===== src/common/host_port_pkg.sv =====
// Constants and types shared by the dual channel host bus port.
// Assumes one clock domain; host pins arrive synchronous to clk.
`default_nettype none
package host_port_pkg;

  // ----------------------------------------------------------------
  // Widths
  // ----------------------------------------------------------------
  localparam int ADDR_W = 3;
  localparam int DATA_W = 8;
  localparam int NUM_REGS = 8;

  // ----------------------------------------------------------------
  // Register offsets and field positions
  // ----------------------------------------------------------------
  localparam logic [2:0] OFS_TX_HOLDING = 3'h0;
  localparam logic [2:0] OFS_IRQ_ENABLE = 3'h1;
  localparam logic [2:0] OFS_ALT_FUNC = 3'h2;
  localparam logic [2:0] OFS_MODEM_CTRL = 3'h4;
  localparam logic [2:0] OFS_LINE_STATUS = 3'h5;
  localparam int ALT_BOTH_BIT = 0;
  localparam int MODEM_IR_BIT = 6;
  localparam int IRQ_TX_EMPTY_BIT = 1;
  localparam int LSR_THR_EMPTY_BIT = 5;

  // ----------------------------------------------------------------
  // Reset values
  // ----------------------------------------------------------------
  localparam logic [7:0] REG_RESET = 8'h00;
  localparam logic [7:0] MODEM_CTRL_RESET = 8'h08;

  // ----------------------------------------------------------------
  // Timing: bit time of the crude shifter, in ns and in clk cycles
  // ----------------------------------------------------------------
  localparam int BIT_TIME_NS = 400;
  localparam int CLK_PERIOD_NS = 4;
  localparam int BIT_CYCLES = BIT_TIME_NS / CLK_PERIOD_NS;

  // Access phase of the strobe tracker
  typedef enum logic [1:0] {
    ACC_IDLE  = 2'b00,
    ACC_READ  = 2'b01,
    ACC_WRITE = 2'b11
  } access_type;

endpackage
`default_nettype wire


===== src/common/chan_bus_if.sv =====
// Bundle between the host port and one channel's register file.
// Assumes a single clock; write is a one-cycle pulse.
`timescale 1ns/1ns
`default_nettype none
interface chan_bus_if;
  import host_port_pkg::*;
  logic [ADDR_W-1:0] addr;   // Register select
  logic [DATA_W-1:0] wdata;  // Write byte
  logic              wr;     // Write pulse
  logic [DATA_W-1:0] rdata;  // Read byte
  logic              irq;    // Interrupt request
  logic              tx_n;   // Transmitter ready, low active
  logic              txd;    // Serial out

  modport port (output addr, wdata, wr, input rdata, irq, tx_n, txd);
  modport chan (input addr, wdata, wr, output rdata, irq, tx_n, txd);
endinterface
`default_nettype wire


===== src/logic/dual_channel_host_bus_port.sv =====
// Top of the dual channel parallel host port with two channels.
// Assumes host pins synchronous to clk; the pad joins data enables.
// What this block does
// RULE1: Read strobe falling edge reads selected register onto the data bus.
// RULE2: Host captures read byte at the read strobe rising edge.
// RULE3: Write strobe falls to start, rising edge latches data into register.
// RULE4: Transfers only while unit select is low, to one channel; with alternate function bit 0 set, writes reach both.
// RULE5: Channel pick low selects channel B, high selects channel A.
// RULE6: Alternate function bit 0 makes a write reach both channels.
// RULE7: Each channel drives its own active-high interrupt request.
// RULE8: Each channel drives an active-low transmitter-ready output.
// RULE9: Modem-control bit 6 clear: standard serial, transmit idles high.
// RULE10: Modem-control bit 6 set: infrared interface, idles low.
// RULE11: Register select is three bits, picking a channel register.
// RULE12: Data bus is eight bits, bidirectional.
// RULE13: Data drivers enabled only while unit select and read strobe low.
`timescale 1ns/1ns
`default_nettype none
module dual_channel_host_bus_port
  import host_port_pkg::*;
(
  input  wire logic              clk,               // System clock
  input  wire logic              resetn,            // Async reset, low
  input  wire logic [ADDR_W-1:0] reg_select,        // Register select
  input  wire logic [DATA_W-1:0] host_data_bus_in,  // Data from host
  output logic      [DATA_W-1:0] host_data_bus_out, // Data to host
  output logic                   host_data_bus_oe,  // High while driving
  input  wire logic              read_strobe_n,     // Read strobe, low
  input  wire logic              write_strobe_n,    // Write strobe, low
  input  wire logic              unit_select_n,     // Unit select, low
  input  wire logic              channel_pick,      // 1 = A, 0 = B
  output logic                   irq_channel_a,     // Interrupt A
  output logic                   irq_channel_b,     // Interrupt B
  output logic                   tx_space_flag_a_n, // TX ready A, low
  output logic                   tx_space_flag_b_n, // TX ready B, low
  output logic                   serial_out_a,      // Serial out A
  output logic                   serial_out_b       // Serial out B
);

  // ----------------------------------------------------------------
  // Strobe tracking
  // ----------------------------------------------------------------
  access_type        phase, next_phase;
  logic              latched_a, next_latched_a;
  logic [ADDR_W-1:0] wr_addr, next_wr_addr;
  logic [DATA_W-1:0] wr_data, next_wr_data;
  logic [DATA_W-1:0] rd_byte, next_rd_byte;
  logic              wr_a, wr_b, both;
  logic [DATA_W-1:0] alternate_function_reg, next_alt;
  logic              pick_a;

  chan_bus_if bus_a ();
  chan_bus_if bus_b ();

  assign pick_a = channel_pick; // RULE5

  // Phase machine; read and write start on falling strobe
  always_comb begin
    next_phase = phase;
    next_latched_a = latched_a;
    next_wr_addr = wr_addr;
    next_wr_data = wr_data;
    next_rd_byte = rd_byte;
    wr_a = 1'b0;
    wr_b = 1'b0;
    next_alt = alternate_function_reg;
    both = alternate_function_reg[ALT_BOTH_BIT];
    case (phase)
      ACC_IDLE: begin
        if (!unit_select_n && !read_strobe_n) begin // RULE4
          next_phase = ACC_READ;                    // RULE1
          next_latched_a = pick_a;
          next_rd_byte = pick_a ? bus_a.rdata : bus_b.rdata; // RULE11
        end else if (!unit_select_n && !write_strobe_n) begin
          next_phase = ACC_WRITE;                   // RULE3
          next_latched_a = pick_a;
        end
      end
      ACC_READ: begin
        // Byte stays until the host lets the strobe rise
        if (read_strobe_n || unit_select_n) begin
          next_phase = ACC_IDLE; // RULE2
        end
      end
      ACC_WRITE: begin
        next_wr_addr = reg_select;
        next_wr_data = host_data_bus_in; // RULE12
        if (write_strobe_n || unit_select_n) begin
          next_phase = ACC_IDLE;
          // Rising edge commits the byte taken while the strobe was low
          wr_a = latched_a || both; // RULE6
          wr_b = !latched_a || both;
          if (wr_addr == OFS_ALT_FUNC) begin
            next_alt = wr_data;
          end
        end
      end
      default: next_phase = ACC_IDLE;
    endcase
  end

  // Strobe state registers
  always_ff @(posedge clk or negedge resetn) begin
    if (!resetn) begin
      phase <= ACC_IDLE;
      latched_a <= 1'b0;
      wr_addr <= 3'h0;
      wr_data <= 8'h00;
      rd_byte <= 8'h00;
      alternate_function_reg <= REG_RESET;
    end else begin
      phase <= next_phase;
      latched_a <= next_latched_a;
      wr_addr <= next_wr_addr;
      wr_data <= next_wr_data;
      rd_byte <= next_rd_byte;
      alternate_function_reg <= next_alt;
    end
  end

  // ----------------------------------------------------------------
  // Channel bundles
  // ----------------------------------------------------------------
  // Reads use the live select, writes the latched one
  assign bus_a.addr = (phase == ACC_WRITE) ? wr_addr : reg_select;
  assign bus_b.addr = (phase == ACC_WRITE) ? wr_addr : reg_select;
  assign bus_a.wdata = wr_data;
  assign bus_b.wdata = wr_data;
  assign bus_a.wr = wr_a; // RULE3
  assign bus_b.wr = wr_b;

  uart_channel_regs chan_a (
    .clk    (clk),
    .resetn (resetn),
    .bus    (bus_a)
  );

  uart_channel_regs chan_b (
    .clk    (clk),
    .resetn (resetn),
    .bus    (bus_b)
  );

  // ----------------------------------------------------------------
  // Outputs
  // ----------------------------------------------------------------
  // Data driven only during a selected read
  assign host_data_bus_out = rd_byte;
  assign host_data_bus_oe = (phase == ACC_READ) && !unit_select_n
                            && !read_strobe_n; // RULE13

  // Per-channel status pins
  assign irq_channel_a = bus_a.irq;     // RULE7
  assign irq_channel_b = bus_b.irq;
  assign tx_space_flag_a_n = bus_a.tx_n; // RULE8
  assign tx_space_flag_b_n = bus_b.tx_n;
  assign serial_out_a = bus_a.txd;       // RULE9
  assign serial_out_b = bus_b.txd;       // RULE10

endmodule
`default_nettype wire


===== src/logic/uart_channel_regs.sv =====
// One channel: register file, holding register and serial shifter.
// Assumes writes arrive as one-cycle pulses on the channel bundle.
`timescale 1ns/1ns
`default_nettype none
module uart_channel_regs
  import host_port_pkg::*;
(
  input  wire logic clk,       // System clock
  input  wire logic resetn,    // Async reset, low active
  chan_bus_if.chan  bus        // Bundle from host port
);

  // ----------------------------------------------------------------
  // Registers and shifter
  // ----------------------------------------------------------------
  logic [DATA_W-1:0] regs [NUM_REGS];
  logic [DATA_W-1:0] next_regs [NUM_REGS];
  logic              holding_full, next_holding_full;
  logic [9:0]        shift, next_shift;
  logic [3:0]        bits_left, next_bits_left;
  logic [7:0]        bit_cnt, next_bit_cnt;
  logic              ir_mode;
  logic              tx_empty;

  assign ir_mode = regs[OFS_MODEM_CTRL][MODEM_IR_BIT];
  assign tx_empty = !holding_full;

  // Next state of registers and shifter
  always_comb begin
    for (int i = 0; i < NUM_REGS; i++) begin
      next_regs[i] = regs[i];
    end
    next_holding_full = holding_full;
    next_shift = shift;
    next_bits_left = bits_left;
    next_bit_cnt = bit_cnt;
    if (bus.wr) begin
      next_regs[bus.addr] = bus.wdata;
      if (bus.addr == OFS_TX_HOLDING) begin
        next_holding_full = 1'b1;
      end
    end
    if (bits_left != 4'h0) begin
      if (bit_cnt == 8'(BIT_CYCLES - 1)) begin
        next_bit_cnt = 8'h00;
        next_shift = {1'b1, shift[9:1]};
        next_bits_left = bits_left - 4'h1;
      end else begin
        next_bit_cnt = bit_cnt + 8'h01;
      end
    end else if (holding_full && !bus.wr) begin
      next_shift = {1'b1, regs[OFS_TX_HOLDING], 1'b0};
      next_bits_left = 4'ha;
      next_bit_cnt = 8'h00;
      next_holding_full = 1'b0;
    end
  end

  // Register update
  always_ff @(posedge clk or negedge resetn) begin
    if (!resetn) begin
      for (int i = 0; i < NUM_REGS; i++) begin
        regs[i] <= (i == OFS_MODEM_CTRL) ? MODEM_CTRL_RESET : REG_RESET;
      end
      holding_full <= 1'b0;
      shift <= 10'h3ff;
      bits_left <= 4'h0;
      bit_cnt <= 8'h00;
    end else begin
      regs <= next_regs;
      holding_full <= next_holding_full;
      shift <= next_shift;
      bits_left <= next_bits_left;
      bit_cnt <= next_bit_cnt;
    end
  end

  // Read mux; status register shows holding register state
  always_comb begin
    bus.rdata = regs[bus.addr];
    if (bus.addr == OFS_LINE_STATUS) begin
      bus.rdata = 8'h00;
      bus.rdata[LSR_THR_EMPTY_BIT] = tx_empty;
    end
  end

  // Channel outputs; idle level follows the interface mode
  assign bus.irq = regs[OFS_IRQ_ENABLE][IRQ_TX_EMPTY_BIT] & tx_empty; // RULE7
  assign bus.tx_n = holding_full;                                     // RULE8
  // Standard idles high, infrared encoder idles low
  assign bus.txd = ir_mode ? (bits_left != 4'h0 && !shift[0])  // RULE10
                           : (bits_left == 4'h0 || shift[0]);  // RULE9

endmodule
`default_nettype wire


===== config.mk =====
export PLATFORM = sky130hd
export DESIGN_NAME = dual_channel_host_bus_port
export DESIGN_NICKNAME = d
export VERILOG_FILES = /design/src/common/host_port_pkg.sv /design/src/common/chan_bus_if.sv /design/src/logic/dual_channel_host_bus_port.sv /design/src/logic/uart_channel_regs.sv
export SDC_FILE = /design/constraint.sdc
export NUM_CORES = 1
export LEC_CHECK = 0
export BUFFER_PORTS_ARGS = -buffer_cell sky130_fd_sc_hd__clkbuf_2
export CAP_MARGIN = 40
export CORE_MARGIN = 1
export CORE_UTILIZATION = 57
export CTS_CLUSTER_SIZE = 40
export DETAILED_ROUTE_END_ITERATION = 10
export GPL_TIMING_DRIVEN = 0
export PLACE_DENSITY = 0.79
export REMOVE_ABC_BUFFERS = 1
export SLEW_MARGIN = 30
export SYNTH_ARGS = -nofsm -noshare
export SYNTH_HDL_FRONTEND = slang
export SYNTH_SLANG_ARGS = --single-unit

===== constraint.sdc =====
create_clock -name clk -period 2.75 [get_ports clk]
set_clock_uncertainty 0.1 [all_clocks]
set_input_delay 0.275 -clock clk [delete_from_list [all_inputs] [get_ports clk]]
set_output_delay 0.275 -clock clk [all_outputs]
set_load 0.02 [all_outputs]

* Word level (Yosys, flattened, before mapping)
Index checks and enable logic that the tools add are counted.
Cells by class: add/subtract/negate cells 4, $mul 0, divide/modulo/power cells 0, magnitude comparators 2, eq/ne operators 11, shifts and indexed selects 0, multiplexer cells 53, bitwise operators 3, reduce and logical (&&, ||, !) cells 40
Operators by type and width (number):
- $bwmux W64 | 2
- $mux W8 | 14
- $mux W10 | 6
- $bmux W8 S3 | 2
- $demux W8 S3 | 1
- $mux W4 | 6
- $add A8 B1 Y8 const B | 2
- $eq A8 B7 Y1 const B | 2
- $mux W1 | 16
- $logic_not A1 Y1 | 10
- $logic_and A1 B1 Y1 | 9
- $logic_not A4 Y1 | 2
- $mux W2 | 4
- $ne A2 B2 Y1 const B | 4
- $reduce_and A2 Y1 | 4
- $reduce_bool A4 Y1 | 2
- $sub A4 B1 Y4 const B | 2
- $logic_or A1 B1 Y1 | 6
- $pmux W2 S3 | 1
- $reduce_and A3 Y1 | 2
- $reduce_bool A2 Y1 | 3
- $ge A4 B4 Y1 const B | 1
- $lt A4 B1 Y1 const B | 1
- $not A3 Y4 | 1
- 9 further kinds | 10
Storage, ports and cells: bits in registers 197, latch bits 0, bits in writable memories 0, memory bits (read-only) 0, input bits 17, output and inout port bits 15, word-level logic and storage cells 143, memories kept 0

* Logic depth before layout (Yosys ltp)
word-level depth 8, mapped depth 10

* Modules after synthesis
Synthesis repeated with hierarchy kept, for this count alone.
Unflattened totals: cells, all modules 661, area, all modules 8698.3 um2
By module, submodules not included:
- uart_channel_regs (chan_a) | times used 1, cells each 290, area each 3814.9 um2, sequential area each 1964.4 um2
- uart_channel_regs (chan_b) | times used 1, cells each 288, area each 3807.4 um2, sequential area each 1964.4 um2
- dual_channel_host_bus_port | times used 1, cells each 83, area each 1076.0 um2, sequential area each 575.6 um2

* Worst setup path before layout
Ideal clock, no wire load.
path kind reg2out, start register chan_b.bits_left[0], end output port serial_out_b, arrival time 1.930 ns, data required time 2.375 ns, setup slack 0.445 ns, cell stages (with the launch flop) 7, cell sequence dfrtp_1 > inv_1 > ha_1 > nor3b_1 > clkbuf_1 > nor2_1 > xnor2_1
Between the ends: longest elaborated chain between the ends 3
RTL lines:
- start: declaration | line uart_channel_regs.sv:20 | logic [3:0] bits_left, next_bits_left;
- start signal: assignment | line uart_channel_regs.sv:73 | bits_left <= next_bits_left;
- $logic_not A4 Y1 or $reduce_bool A4 Y1 (tied branches) | line uart_channel_regs.sv:92, uart_channel_regs.sv:91
- $logic_or A1 B1 Y1 or $logic_and A1 B1 Y1 (tied branches) | line uart_channel_regs.sv:92, uart_channel_regs.sv:91
- $mux W1 * | line uart_channel_regs.sv:91 | assign bus.txd = ir_mode ? (bits_left != 4'h0 && !shift[0])
- end: declaration | line dual_channel_host_bus_port.sv:37 | output logic serial_out_b
Mark *: on every way between the ends. The rest lies on a longest branch, timed or not.

* Final worst setup path
start register phase[1], end register rd_byte[6], in the netlist host_data_bus_out[6]
Between the ends: longest elaborated chain between the ends 8
RTL lines:
- start: declaration | line dual_channel_host_bus_port.sv:43 | access_type phase, next_phase;
- start signal: assignment | line dual_channel_host_bus_port.sv:112 | phase <= next_phase;
- $eq A2 B2 Y1 | line dual_channel_host_bus_port.sv:125, dual_channel_host_bus_port.sv:126
- $mux W3 | line dual_channel_host_bus_port.sv:125, dual_channel_host_bus_port.sv:126
- $not A3 Y4 (not written as such) | line uart_channel_regs.sv:80 | bus.rdata = regs[bus.addr];
- $bmux W8 S3 | line uart_channel_regs.sv:80
- $mux W8 (not written as such) (2 in series) | line uart_channel_regs.sv:80
- $mux W8 | line uart_channel_regs.sv:81 | if (bus.addr == OFS_LINE_STATUS) begin
- $mux W8 | line dual_channel_host_bus_port.sv:73 | next_rd_byte = pick_a ? bus_a.rdata : bus_b.rdata;
- end signal: assignment | line dual_channel_host_bus_port.sv:116 | rd_byte <= next_rd_byte;
- end: declaration | line dual_channel_host_bus_port.sv:47 | logic [DATA_W-1:0] rd_byte, next_rd_byte;
Parallel ways exist; a longest one is shown, timed or not. The select of a mux whose other input is x is not followed. A chain may end at the register's enable or synchronous reset.

==> run metrics <==
antenna violations before repair=0; height of the die=128 µm; Ant. Diodes=0; later-pin clock latency in the skew report=440 ps; predominant post-synthesis flop cell=dfrtp_1; Synth async-reset ratio=100%; Core Footprint=15400 µm²; Yosys warning count=0; status=finished, final reports clean; DR vias=6617; dpl ws=-557 ps; RSZ-0062 raised after global routing=true; gr ovfl total=0; DRT iter0 DRCs=768; vias per cell=6.38; top cells by area, synth=dfrtp_1, mux2_2, dfstp_2; Final min period=2740 ps; GPL Wtd Cong=0.860; area share of the largest cell type after synthesis=47.6%; Yosys reg bits=193; CTS tree=done; antenna viol nets, final=0; Layout Nets=836; first-pass GRT wire length=35200 µm; global-route met1 utilization=39.1%; vias in the first global route=6606; post-synthesis sequential area ratio=53.4%; Filler Cell Count=1095; Syn Std Cell Area=9100 µm²; gr usage total=28.4%; top post-synthesis cells by count=dfrtp_1, mux2_2, nand2_1; biggest regs=chan_a.regs (62), chan_b.regs (62); setup violators final=0; total CTS buffers=17; Final Cycle Share=99.8%; CTS Buffer Depth=2; type of the most critical hold path=in -> reg; Leak=4.74 nW; crit path DAT=2970 ps; Netlist cell types=67; Port Buffers=31; Slew headroom=47.3%; Worst-Margin Slew=791 ps; Post-Syn Area per Cell=11.6 µm²; Req. time, crit path=2970 ps; die outline area=16500 µm²; fin worst setup slack=5.03 ps; initial core utilization=59.2%; I/O Pins=32; Design Area, Final=10200 µm²; Placed Area=9430 µm²; largest net degree at the start of global routing=85; setup_tns=0 ps; Mapped Cells=787; CP Class=reg -> reg; grt met2 use=44.8%; max frequency=0.364 GHz; max-slew violations=0; MaxCap Viol Count=0; CP Launch Type=register; endpoints failing hold=0; mean routed wirelength per cell=21.1 µm; row count=45; Synth area leader=dfrtp_1; top-count cell post-synth=dfrtp_1; Post-route DRC=0; Post-synth EDFFs=0; VDD IR max=472 µV; half-perimeter wire length after detailed placement=14400 µm; Final Total Pwr=6.57 mW; CP endpoint kind=register; Syn-to-layout area delta=12.3%; met3 Use GR=6.26%; clock-pin slew on the worst setup and hold paths=70 ps; share of cells above drive strength 1=30.4%; CTS H-tree depth=4; gr busiest metal=met2; 1st-pass router iterations=5; CTS sink cnt=193; Post-Route WL=21900 µm; P per Cell Area=643 nW/µm²; DIE WIDTH=128 µm; CTS root buf=clkbuf_16; CP Max Fanout=24
[layer usage]
metal  wire length (µm)  share of wire, %
met1               9650                44
met2              10300                47
met3               1430               6.5
met4                489               2.2
met5                  0                 0
[kinds of logic (layout without fill, tap and decap cells)]
logic type	after synthesis	count (layout)	share of synthesized area, %
multiplexers	147	147	17.9
buffers and inverters	52	91	2.70
AND/OR/NAND/NOR	219	219	11.6
AO/OA/AOI/OAI	163	163	12.9
adder cells (fa/ha/maj)	6	6	0.825
flip-flops	193	193	53.4
XOR/XNOR	7	7	0.674
[worst max-delay path: stages (launching register included)]
cell	delay, ps
dfrtp_2	580
nand2_4	280
mux2_4	510
mux2i_1	260
o22ai_1	100
or4_1	530
a32o_1	260
[area by class of cell]
class                   count  area [µm²]  share of cell area (%)
clock buffers              20         457                    4.47
repair buffers             48         370                    3.63
clock inverters            12         128                    1.25
inverters                  11        41.3                   0.404
well taps                 211         264                    2.58
flip-flops and latches    193        4860                    47.6
multi-input cells         542        4100                    40.1
[stage by stage]
step           hold WS [ps]  instances  util [%]
2_1_floorplan          -121        746         -
3_3_place_gp            347        988      60.6
3_5_place_dp           95.1        993      61.3
6_report               50.4       1037      66.5
4_1_cts                35.9       1034      66.0
5_1_grt                54.5       1037      66.5
[layout by cell type, fill, tap and decap left out, types with 4 or more instances in the layout]
cell type and instances:
dfrtp_1 171, mux2_2 126, nand2_1 93, nor2_1 49
o21ai_0 32, clkbuf_2 30, o22ai_1 24, a21oi_1 20
dfstp_2 20, mux2i_1 18, nand3_1 17, clkbuf_16 17
o221ai_1 12, inv_1 11, a31oi_1 10, and3_1 10
dlygate4sd3_1 9, o22a_1 8, nand2b_1 7, xnor2_1 6
a221o_1 6, ha_1 6, nor2_4 5, or3_1 5
a32o_1 5, nor2b_1 4, a211oi_1 4, a22oi_1 4
nor4_1 4, o31ai_1 4, clkinv_4 4, buf_4 4
[power by group]
part / total (mW) / switching [mW] / internal [mW] / leakage [nW]
clock: 2.43 / 1.12 / 1.32 / 0.280
sequential: 3.46 / 0.408 / 3.05 / 2.48
combinational: 0.680 / 0.374 / 0.306 / 1.97
total: 6.57 / 1.90 / 4.67 / 4.74
[final timing paths]
path / slack (ps) / cells past startpoint / end / startpoint
max in group asynchronous: 1640 / 3 / chan_a.shift[8] / resetn
hold / removal: 50 / 2 / phase[1] / write_strobe_n
min in group asynchronous: 200 / 2 / chan_b.bits_left[1] / resetn
hold reg to reg: 360 / 2 / chan_a.shift[0] / chan_a.shift[1]
setup / recovery: 5 / 6 / host_data_bus_out[6] / phase[1]
setup reg to reg: 5 / 6 / host_data_bus_out[6] / phase[1]
[repair_timing]
item,4_1_cts,5_1_grt
endpoints found under the setup margin,117,47
cloned,0,0
resized for setup,8,7
hold buffers,9,0
hold endpoints to repair,37,0
buffers inserted,0,3
No activity file was read; power rests on OpenSTA's default activity.
